## src/bpc_pkg.sv

```systemverilog
package bpc_pkg;
  // register offsets on the plain register port
  localparam logic [3:0] ADDR_DATA      = 4'h0;
  localparam logic [3:0] ADDR_DIR       = 4'h1;
  localparam logic [3:0] ADDR_OPTION    = 4'h2;
  localparam logic [3:0] ADDR_INTCTL    = 4'h3;
  localparam logic [3:0] ADDR_IRQ_STAT  = 4'h4;
  localparam logic [3:0] ADDR_IRQ_MASK  = 4'h5;
  localparam logic [3:0] ADDR_SLEEP     = 4'h6;
  // field positions
  localparam int         PULLUP_BIT     = 7;
  localparam int         CHANGE_FLAG_BIT = 0;
  localparam int         CHANGE_LO      = 4;
  // reset values
  localparam logic [7:0] DIR_RESET      = 8'hff;
  localparam logic [7:0] LATCH_RESET    = 8'h00;
  localparam logic [7:0] OPTION_RESET   = 8'h80;
  localparam logic [7:0] MASK_RESET     = 8'h00;
  // status bit positions
  localparam int         IRQ_CHANGE     = 0;
  localparam int         IRQ_WAKE       = 1;
  localparam int         IRQ_BITS       = 2;
  typedef enum logic {BPC_AWAKE, BPC_ASLEEP} bpc_power_type;
endpackage : bpc_pkg

```

## src/bpc_pin_cell.sv

```systemverilog
`timescale 1ns/1ps
// one pin: driver, pull-up and change compare
module bpc_pin_cell #(
  parameter bit CAN_CHANGE = 1'b0
) (
  // pin side
  input  wire logic pin_in,
  output logic      pin_out,
  output logic      pin_oe,
  output logic      pullup_en,
  // control
  input  wire logic latch_bit,
  input  wire logic dir_bit,
  input  wire logic pullup_disable_n,
  input  wire logic snap_bit,
  output logic      mismatch
);
  always_comb begin
    pin_out   = latch_bit;
    pin_oe    = ~dir_bit;
    pullup_en = ~pullup_disable_n & dir_bit;
    mismatch  = CAN_CHANGE & dir_bit & (pin_in ^ snap_bit);
  end
endmodule : bpc_pin_cell

```

## src/bpc_port.sv

```systemverilog
// Design decisions made here: the address-and-strobe port and the address map.
`timescale 1ns/1ps
module bpc_port (
  // clock and reset
  input  wire logic       clk,
  input  wire logic       resetn,
  // register port
  input  wire logic [3:0] addr,
  input  wire logic [7:0] wdata,
  input  wire logic       wr,
  input  wire logic       rd,
  output logic      [7:0] rdata,
  // pins
  input  wire logic [7:0] pin_in,
  output logic      [7:0] pin_out,
  output logic      [7:0] pin_oe,
  output logic      [7:0] pullup_en,
  // system
  output logic            irq,
  output logic            wake,
  output logic            asleep
);
  logic [7:0] latch_q;
  logic [7:0] dir_q;
  logic [7:0] option_q;
  logic [7:0] snap_q;
  logic       flag_q;
  logic [bpc_pkg::IRQ_BITS-1:0] stat_q;
  logic [bpc_pkg::IRQ_BITS-1:0] mask_q;
  logic [7:0] rdata_q;
  logic [7:0] mism;
  logic       change;
  logic       port_acc;
  logic       rmw_byte_write;
  logic [7:0] rmw_d;
  bpc_pkg::bpc_power_type pwr_q;

  assign port_acc = (rd | wr) && (addr == bpc_pkg::ADDR_DATA);

  for (genvar i = 0; i < 8; i++) begin : g_pin
    bpc_pin_cell #(.CAN_CHANGE(i >= bpc_pkg::CHANGE_LO)) u_cell (
      .pin_in           (pin_in[i]),
      .pin_out          (pin_out[i]),
      .pin_oe           (pin_oe[i]),
      .pullup_en        (pullup_en[i]),
      .latch_bit        (latch_q[i]),
      .dir_bit          (dir_q[i]),
      .pullup_disable_n (option_q[bpc_pkg::PULLUP_BIT]),
      .snap_bit         (snap_q[i]),
      .mismatch         (mism[i])
    );
  end

  assign change = |mism;

  // rmw_byte_write is tied high, so a data write loads the whole wdata byte;
  // the sampled pins never reach the latch bits, not even on input pins
  assign rmw_byte_write = 1'b1;
  always_comb begin
    rmw_d = pin_in;
    if (rmw_byte_write) begin
      rmw_d = wdata;
    end
  end

  always_ff @(posedge clk) begin
    if (!resetn) begin
      latch_q <= bpc_pkg::LATCH_RESET;
    end else if (wr && addr == bpc_pkg::ADDR_DATA) begin
      latch_q <= rmw_d;
    end
  end

  always_ff @(posedge clk) begin
    if (!resetn) begin
      dir_q <= bpc_pkg::DIR_RESET;
    end else if (wr && addr == bpc_pkg::ADDR_DIR) begin
      dir_q <= wdata;
    end
  end

  always_ff @(posedge clk) begin
    if (!resetn) begin
      option_q <= bpc_pkg::OPTION_RESET;
    end else if (wr && addr == bpc_pkg::ADDR_OPTION) begin
      option_q <= wdata;
    end
  end

  always_ff @(posedge clk) begin
    if (!resetn) begin
      snap_q <= 8'h00;
    end else if (port_acc) begin
      snap_q <= pin_in;
    end
  end

  // compare is blocked in the access cycle, a change there is lost
  // mismatch set wins over a software clear
  always_ff @(posedge clk) begin
    if (!resetn) begin
      flag_q <= 1'b0;
    end else if (change && !port_acc) begin
      flag_q <= 1'b1;
    end else if (wr && addr == bpc_pkg::ADDR_INTCTL) begin
      flag_q <= wdata[bpc_pkg::CHANGE_FLAG_BIT];
    end
  end

  // sticky status, cleared by reading; a new event in that cycle still sets
  always_ff @(posedge clk) begin
    if (!resetn) begin
      stat_q <= '0;
    end else begin
      if (rd && addr == bpc_pkg::ADDR_IRQ_STAT) begin
        stat_q <= '0;
      end
      if (change && !port_acc) begin
        stat_q[bpc_pkg::IRQ_CHANGE] <= 1'b1;
      end
      if (pwr_q == bpc_pkg::BPC_ASLEEP && flag_q) begin
        stat_q[bpc_pkg::IRQ_WAKE] <= 1'b1;
      end
    end
  end

  always_ff @(posedge clk) begin
    if (!resetn) begin
      mask_q <= bpc_pkg::MASK_RESET[bpc_pkg::IRQ_BITS-1:0];
    end else if (wr && addr == bpc_pkg::ADDR_IRQ_MASK) begin
      mask_q <= wdata[bpc_pkg::IRQ_BITS-1:0];
    end
  end

  always_ff @(posedge clk) begin
    if (!resetn) begin
      pwr_q <= bpc_pkg::BPC_AWAKE;
    end else begin
      case (pwr_q)
        bpc_pkg::BPC_AWAKE: begin
          if (wr && addr == bpc_pkg::ADDR_SLEEP && wdata[0]) begin
            pwr_q <= bpc_pkg::BPC_ASLEEP;
          end
        end
        bpc_pkg::BPC_ASLEEP: begin
          if (flag_q) begin
            pwr_q <= bpc_pkg::BPC_AWAKE;
          end
        end
        default: pwr_q <= bpc_pkg::BPC_AWAKE;
      endcase
    end
  end

  assign asleep = (pwr_q == bpc_pkg::BPC_ASLEEP);
  assign wake   = asleep & flag_q;
  assign irq    = |(stat_q & mask_q);

  always_ff @(posedge clk) begin
    if (!resetn) begin
      rdata_q <= 8'h00;
    end else if (rd) begin
      if (addr == bpc_pkg::ADDR_DATA) begin
        rdata_q <= pin_in;
      end else if (addr == bpc_pkg::ADDR_DIR) begin
        rdata_q <= dir_q;
      end else if (addr == bpc_pkg::ADDR_OPTION) begin
        rdata_q <= option_q;
      end else if (addr == bpc_pkg::ADDR_INTCTL) begin
        rdata_q <= {7'h00, flag_q};
      end else if (addr == bpc_pkg::ADDR_IRQ_STAT) begin
        rdata_q <= {6'h00, stat_q};
      end else if (addr == bpc_pkg::ADDR_IRQ_MASK) begin
        rdata_q <= {6'h00, mask_q};
      end else if (addr == bpc_pkg::ADDR_SLEEP) begin
        rdata_q <= {7'h00, asleep};
      end else begin
        rdata_q <= 8'h00;
      end
    end else begin
      rdata_q <= 8'h00;
    end
  end
  assign rdata = rdata_q;

  a_drive_dir: assert property (@(posedge clk) disable iff (!resetn)
    pin_oe == ~dir_q) else $error("pin enable not inverse of direction");
  // read data are the pins of the read cycle
  a_read_pins: assert property (@(posedge clk) disable iff (!resetn)
    rd && addr == bpc_pkg::ADDR_DATA |=> rdata == $past(pin_in))
    else $error("port read did not return pins");
  a_write_latch: assert property (@(posedge clk) disable iff (!resetn)
    wr && addr == bpc_pkg::ADDR_DATA |=> latch_q == $past(wdata) && pin_out == latch_q)
    else $error("latch not loaded by write");
  // pull-up follows control bit on inputs
  a_pullup_on: assert property (@(posedge clk) disable iff (!resetn)
    !option_q[bpc_pkg::PULLUP_BIT] |-> pullup_en == dir_q)
    else $error("pull-ups not enabled");
  a_pullup_out: assert property (@(posedge clk) disable iff (!resetn)
    (pullup_en & ~dir_q) == 8'h00) else $error("pull-up on output pin");
  a_pullup_reset: assert property (@(posedge clk)
    !resetn |=> pullup_en == 8'h00) else $error("pull-up on after reset");
  // lower pins never raise the flag
  a_low_ignored: assert property (@(posedge clk) disable iff (!resetn)
    mism[3:0] == 4'h0 && (mism[7:4] & ~dir_q[7:4]) == 4'h0)
    else $error("excluded pin in compare");
  // mismatch sets the flag next cycle
  a_flag_set: assert property (@(posedge clk) disable iff (!resetn)
    change && !port_acc |=> flag_q) else $error("change flag not set");
  // sleeping with flag wakes in one cycle
  a_wake_up: assert property (@(posedge clk) disable iff (!resetn)
    asleep && flag_q |=> !asleep) else $error("no wake on change");
  // snapshot equals pins after an access
  a_snap_fresh: assert property (@(posedge clk) disable iff (!resetn)
    port_acc |=> snap_q == $past(pin_in)) else $error("snapshot not refreshed");
  // clear loses to a live mismatch
  a_clear_lost: assert property (@(posedge clk) disable iff (!resetn)
    wr && addr == bpc_pkg::ADDR_INTCTL && change && !port_acc |=> flag_q)
    else $error("flag cleared during mismatch");
  a_dir_reset: assert property (@(posedge clk)
    !resetn |=> dir_q == bpc_pkg::DIR_RESET && pin_oe == 8'h00)
    else $error("direction reset wrong");
  a_rdata_idle: assert property (@(posedge clk) disable iff (!resetn)
    !rd |=> rdata == 8'h00)
    else $error("read data not idle");
  a_latch_hold: assert property (@(posedge clk) disable iff (!resetn)
    !(wr && addr == bpc_pkg::ADDR_DATA) |=> $stable(latch_q))
    else $error("latch moved without write");
  a_dir_write: assert property (@(posedge clk) disable iff (!resetn)
    wr && addr == bpc_pkg::ADDR_DIR |=> dir_q == $past(wdata))
    else $error("direction not written");
  a_drive_value: assert property (@(posedge clk) disable iff (!resetn)
    pin_out == latch_q)
    else $error("pin driver not from latch");
  // control bit set keeps pull-ups off
  a_pullup_off: assert property (@(posedge clk) disable iff (!resetn)
    option_q[bpc_pkg::PULLUP_BIT] |-> pullup_en == 8'h00)
    else $error("pull-up on while disabled");
  a_access_blind: assert property (@(posedge clk) disable iff (!resetn)
    port_acc && !flag_q |=> !flag_q)
    else $error("flag set in access cycle");
  a_flag_hold: assert property (@(posedge clk) disable iff (!resetn)
    flag_q && !(wr && addr == bpc_pkg::ADDR_INTCTL) |=> flag_q)
    else $error("flag dropped without clear");
  // no flag without upper input change or an INTCTL write
  a_change_only: assert property (@(posedge clk) disable iff (!resetn)
    !change && !flag_q && !(wr && addr == bpc_pkg::ADDR_INTCTL) |=> !flag_q)
    else $error("flag set without change");
  a_irq_raise: assert property (@(posedge clk) disable iff (!resetn)
    change && !port_acc && mask_q[bpc_pkg::IRQ_CHANGE] |=> irq)
    else $error("irq not raised on change");
  a_wake_stat: assert property (@(posedge clk) disable iff (!resetn)
    asleep && flag_q |=> stat_q[bpc_pkg::IRQ_WAKE])
    else $error("wake not recorded");
  a_sleep_enter: assert property (@(posedge clk) disable iff (!resetn)
    wr && addr == bpc_pkg::ADDR_SLEEP && wdata[0] && !asleep |=> asleep)
    else $error("sleep not entered");
  a_snap_hold: assert property (@(posedge clk) disable iff (!resetn)
    !port_acc |=> $stable(snap_q))
    else $error("snapshot moved without access");
  a_stat_clear: assert property (@(posedge clk) disable iff (!resetn)
    rd && addr == bpc_pkg::ADDR_IRQ_STAT && !change && !(asleep && flag_q)
    |=> stat_q == '0)
    else $error("status not cleared by read");
endmodule : bpc_port

```

## config.mk

```make
export PLATFORM = sky130hd
export DESIGN_NAME = bpc_port
export DESIGN_NICKNAME = d
export VERILOG_FILES = /design/src/bpc_pkg.sv /design/src/bpc_pin_cell.sv /design/src/bpc_port.sv
export SDC_FILE = /design/constraint.sdc
export NUM_CORES = 1
export LEC_CHECK = 0
export BUFFER_PORTS_ARGS = -buffer_cell sky130_fd_sc_hd__buf_4
export CELL_PAD_IN_SITES_DETAIL_PLACEMENT = 1
export CELL_PAD_IN_SITES_GLOBAL_PLACEMENT = 2
export CORE_MARGIN = 2
export CORE_UTILIZATION = 32
export DETAILED_ROUTE_END_ITERATION = 6
export HOLD_SLACK_MARGIN = 0.08
export PLACE_DENSITY_LB_ADDON = 0.15
export SLEW_MARGIN = 20
export SYNTH_ARGS = -nofsm -noshare
export SYNTH_HDL_FRONTEND = slang
export SYNTH_SLANG_ARGS = --single-unit
```

## constraint.sdc

```tcl
create_clock -name clk -period 2.4 [get_ports clk]
set_input_delay 0.48 -clock clk [delete_from_list [all_inputs] [get_ports clk]]
set_output_delay 0.48 -clock clk [all_outputs]
set_load 0.01 [all_outputs]
```

After elaboration in Yosys (flattened, before gate mapping)
Index checks and enable logic that the tools add are counted.
{ "classes": {"muxes": 15, "reduce_logical": 19, "n_eq_ne": 6, "bitwise_logic": 29} }
{ "op_table": {"columns": ["operator", "n"], "rows": [
  ["2-to-1 mux 8 bit", 3],
  ["bitwise AND 1 bit", 13],
  ["equality test 4 x 3 -> 1 bit (second input constant)", 3],
  ["logical AND 1 bit", 11],
  ["NOT 1 bit", 10],
  ["equality test 4 x 2 -> 1 bit (second input constant)", 2],
  ["2-to-1 mux 2 bit", 4],
  ["2-to-1 mux 1 bit", 7],
  ["nonzero test 2 bit", 3],
  ["equality test 4 x 1 -> 1 bit (second input constant)", 1],
  ["zero test 4 bit", 1],
  ["OR reduction 4 bit", 1],
  ["XOR 1 bit", 4],
  ["bitwise AND 2 bit", 1],
  ["case mux 1 bit (2 select lines)", 1],
  ["AND reduction 2 bit", 1],
  ["OR reduction 2 bit", 1],
  ["zero test 1 bit", 1],
  ["bitwise OR 1 bit", 1]
]} }
{ "word_totals": {"wordCells": 79, "inputBits": 24, "out_inout_bits": 35, "ff_bits": 46} }

Longest topological paths before layout
{ "depth": {"word_depth": 8, "mapped_depth": 7, "mapped_depth_nobuf": 4} }

Hierarchy
Synthesis repeated with hierarchy kept, for this count alone.
{ "hier_totals": {"cells_unflattened": 276, "area_unflattened_um2": 2285.9} }
{ "modules_own_cells": {"columns": ["module", "n_inst", "area_per_inst_um2", "seq_area_each_um2", "cells_per_inst"], "rows": [
  ["bpc_port", 1, 2030.7, 920.9, 236],
  ["bpc_pin_cell at g_pin[0].u_cell ...", 4, 36.3, 0.0, 5],
  ["bpc_pin_cell at g_pin[4].u_cell ...", 4, 27.5, 0.0, 5]
]} }

Least setup slack after synthesis
Ideal clock, no wire load.
{ "synth_path": {"path_kind": "in2reg", "start": "in addr[0]", "end": "reg stat_q[0] in the netlist's numbering", "cell_stages": 5, "setup_time_ns": 0.116, "arrival_ns": 1.547, "slack_ns": 0.737, "path_buffers": 1, "path_cell_list": "buf_4 > or4_4 > nor2_4 > a211oi_2 > a31o_1"} }
{ "synth_via": {"elab_chain_cells": 5} }
{ "synth_rtl": {"columns": ["element", "line_no", "text"], "rows": [
  ["start, declared", "bpc_port.sv:8", "input wire logic [3:0] addr,"],
  ["zero test 4 bit", "bpc_port.sv:38", "assign port_acc = (rd | wr) && (addr == bpc_pkg::ADDR_DATA);"],
  ["logical AND 1 bit", "bpc_port.sv:38", null],
  ["zero test 1 bit", "bpc_port.sv:118", "if (change && !port_acc) begin"],
  ["logical AND 1 bit", "bpc_port.sv:118", null],
  ["2-to-1 mux 1 bit or nonzero test 2 bit (tied branches)", null, null],
  ["end signal, assigned", "bpc_port.sv:116", "stat_q <= '0;"],
  ["end signal, assigned by index", "bpc_port.sv:119", "stat_q[bpc_pkg::IRQ_CHANGE] <= 1'b1;"],
  ["end signal, assigned by index", "bpc_port.sv:122", "stat_q[bpc_pkg::IRQ_WAKE] <= 1'b1;"],
  ["end, declared", "bpc_port.sv:28", "logic [bpc_pkg::IRQ_BITS-1:0] stat_q;"]
]} }
Several ways; a longest one is shown, not always the timed one.
A chain may end at the register's enable or synchronous reset.

Final worst setup path
{ "layout_path": {"start": "reg option_q[7]", "end": "out pullup_en[0]"} }
{ "layout_via": {"elab_chain_cells": 2} }
{ "layout_rtl": {"columns": ["element", "line_no", "text"], "rows": [
  ["start, declared", "bpc_port.sv:25", "logic [7:0] option_q;"],
  ["start signal, assigned", "bpc_port.sv:84", "option_q <= bpc_pkg::OPTION_RESET;"],
  ["start signal, assigned", "bpc_port.sv:86", "option_q <= wdata;"],
  ["NOT 1 bit", "bpc_pin_cell.sv:21", "pullup_en = ~pullup_disable_n & dir_bit;"],
  ["bitwise AND 1 bit", "bpc_pin_cell.sv:21", null],
  ["end, declared", "bpc_port.sv:17", "output logic [7:0] pullup_en,"]
]} }
Every way passes these cells.

==> results by group <==
Die
  – I/O pin count: roughly 60
  – Die Area: just under 7000 sq um
  – Num rows: 28
  – Die height: about 83 microns
  – Die Span X: between 80 and 90 microns
  – Starting Density: between 30% and 40%
  – Core Area: 6030 sq um

Clocking
  – Hold Buf Count CTS: 0
  – CTS Buf Count: 5
  – Gates resized, CTS repair: 0
  – # Post-CTS Setup Buffers: 0
  – Clock sink count: 42
  – Max Root-Sink Buffers: 2
  – Number of H-tree levels: 2
  – Reg clk slew, reported paths: around 0.080 ns
  – CTS tree: done
  – Worst-Skew Late Latency: 0.29 ns
  – Root Driver: clkbuf_8

Setup path
  – Setup crit end: pullup_en[0]
  – Buf/Inv on CP: 1
  – Slowest CP cell: dfxtp_1
  – Crit path max-delay family: flip-flops
  – CP Cell Sequence: nor2_1, buf_4
  – R2r startpoint: snap_q[6]
  – Setup crit end kind: primary output
  – Worst Setup SP: option_q[7]
  – CP Max Fanout: 10
  – CP startpoint kind: register
  – Reg-to-Reg End: stat_q[0]
  – R2r setup slk: ~1.3 ns
  – Crit path DAT: 1.22 ns
  – FF-to-FF path depth: 4
  – Critical path type: register to primary output
  – Critical Path RT: ~1.9 ns
  – Crit. path cell count: 2
  – Largest stage delay, worst path: approximately 0.6 ns

Placed design
  – RePlAce Congestion: roughly 0.76
  – Post-DP HPWL: 3930 microns
  – Count of port buffers added during placement: 58

Routing
  – ANT nets after route: 0
  – Initial DRT Pass Iterations: 4
  – DRT iter0 DRCs: about 120
  – Post-DR wirelength/cell: ~15 microns
  – Vias: ~1700
  – Via-per-instance ratio: ~4.9
  – DRC Markers: 0
  – WL final: about 5200 microns

Synthesis
  – FF+latch count, synth: 42
  – Register area share after synthesis: about two fifths
  – Cell Area, Synth: 2020 sq um
  – Dominant synthesized flop cell: dfxtp_1
  – Gate count of the mapped netlist: 232
  – Synth Area per Inst: ~8.7 sq um
  – Number of synthesis warnings: 0
  – Async S/R FF share, synth: 0%
  – Yosys cell types: 40
  – EDFF count, synth: 0
  – Synthesized Nets: around 260

Global route
  – First-pass GRT wire length: 8540 microns
  – GRT Util Overall: 15.2%
  – Largest net degree at the start of global routing: 20
  – Grt total ovfl: 0
  – Number of global-route vias before repair: between 1500 and 2000
  – Initial antenna violation count: 0

Min path
  – HP Class: input port to register

Timing
  – RSZ-0062 raised after global routing: no
  – Setup Skew: about 0.0081 ns
  – Hold Fails Final Rpt: 0
  – FMAX: 590 MHz
  – Hold slack: between 0.4 and 0.5 ns
  – Post-route minimum period: approximately 1.7 ns
  – Worst-margin pin slew: between 0.5 and 0.6 ns
  – Endpoints failing setup: 0
  – Slew HR: between 60 and 70%
  – Max-slew violation count: 0
  – Setup TNS: 0 ns
  – Period utilisation layout: just over 70%

Outcome
  – Status: complete, no violations

Final layout
  – Post-layout util: 40.2%
  – Layout Area Growth over Synthesis: 20.0%
  – Layout cell share with drive strength beyond 1: 28.4%
  – Diodes inserted: 0
  – Fin nets: 287

Pwr
  – Max IR drop VDD: 0.268 mV
  – P_leak: 1.19 nW
  – Pwr/cell area: slightly below 600 nW/um^2

Job
  – Max Cap Violations: 0
==> cell type report <==
type	instances	area [sq um]
fillers	739	3600
multi-input cells	143	890
repair buffers	59	443
clock inverters	2	37.5
clock buffers	6	72.6
inverters	12	45.0
flip-flops and latches	42	841
well taps	75	93.8
==> metrics by stage <==
stage,cells,cell area [sq um],setup slack [ns],power [mW]
after floorplan,232,2020,0.737,0.823
after global placement,331,2310,0.557,0.893
after detailed placement,331,2310,0.539,0.892
after CTS,339,2420,0.676,1.45
after global routing,339,2420,0.638,1.50
final,339,2420,0.705,1.43
==> cells in the final DEF (no fill, tap or decap), types with 4 or more instances in the layout <==
| master | synthesis | final |
|---|---|---|
| a21oi_1 | 20 | 20 |
| buf_4 | 26 | 59 |
| clkbuf_8 | 0 | 5 |
| dfxtp_1 | 42 | 42 |
| inv_1 | 11 | 11 |
| mux2i_1 | 19 | 19 |
| nand2_1 | 14 | 14 |
| nor2_1 | 37 | 37 |
| nor3_1 | 6 | 6 |
| o211ai_1 | 8 | 8 |
| o21ai_0 | 5 | 5 |
| xor2_1 | 4 | 4 |
==> cell usage after synthesis (all sizes together) (2+ instances only) <==
cell type,count,area share (%)
mux2,2,1.1
a31o,2,0.87
buf,28,11
nor2,38,7.4
nand3,2,0.74
inv,11,2.0
o21ai,5,1.2
dfxtp,42,42
nand2,14,2.6
clkbuf,7,1.3
nor2b,2,0.62
a21oi,20,5.0
nand4,2,0.93
mux2i,19,9.4
a22oi,3,1.1
o211ai,8,3.0
nor3,6,1.5
xor2,4,1.7
==> logic make-up after synthesis <==
kind of cell,share of synthesized area (%)
buffers and inverters,14.3
XOR/XNOR,1.73
flip-flops,41.6
AO/OA/AOI/OAI,14.2
multiplexers,10.5
AND/OR/NAND/NOR,17.6
==> how the worst min path moves through the flow <==
stage	endpoint	startpoint	cells after the start
floorplan	option_q[0]	option_q[0]	2
global placement	latch_q[4]	latch_q[4]	2
detailed placement	snap_q[5]	snap_q[5]	2
CTS	rdata[1]	addr[3]	2
global route	rdata[1]	addr[3]	2
finish	rdata[1]	addr[3]	2
==> registers in the layout, summed over array words and instances, names as in the netlist <==
register and cells:
dir_q 8, latch_q 8, option_q 8, rdata 8, snap_q 4, mask_q 2, stat_q 2, asleep 1
flag_q 1
==> worst reg2reg max path, delay by kind of cell, from the launching register on <==
family / cells / cell delay (ns)
AO/OA/AOI/OAI: 3 / 0.54
flip-flops: 1 / 0.32
XOR/XNOR: 1 / 0.14
==> metal layers <==
layer | global-route usage [%] | routed length, microns | up-vias
met5 | 0 | 0 | -
met4 | 3.08 | 44 | 0
met3 | 4.08 | 271 | 4
met2 | 21.3 | 2200 | 46
met1 | 23.2 | 2710 | 786
li1 | - | - | 827
==> power breakdown <==
part / leakage, nW / switching [mW] / internal [mW] / total (mW)
sequential: 0.341 / 0.00870 / 0.711 / 0.719
clock: 0.0514 / 0.241 / 0.310 / 0.551
combinational: 0.798 / 0.0861 / 0.0695 / 0.156
Note: power is estimated with default switching activity, not from simulation.
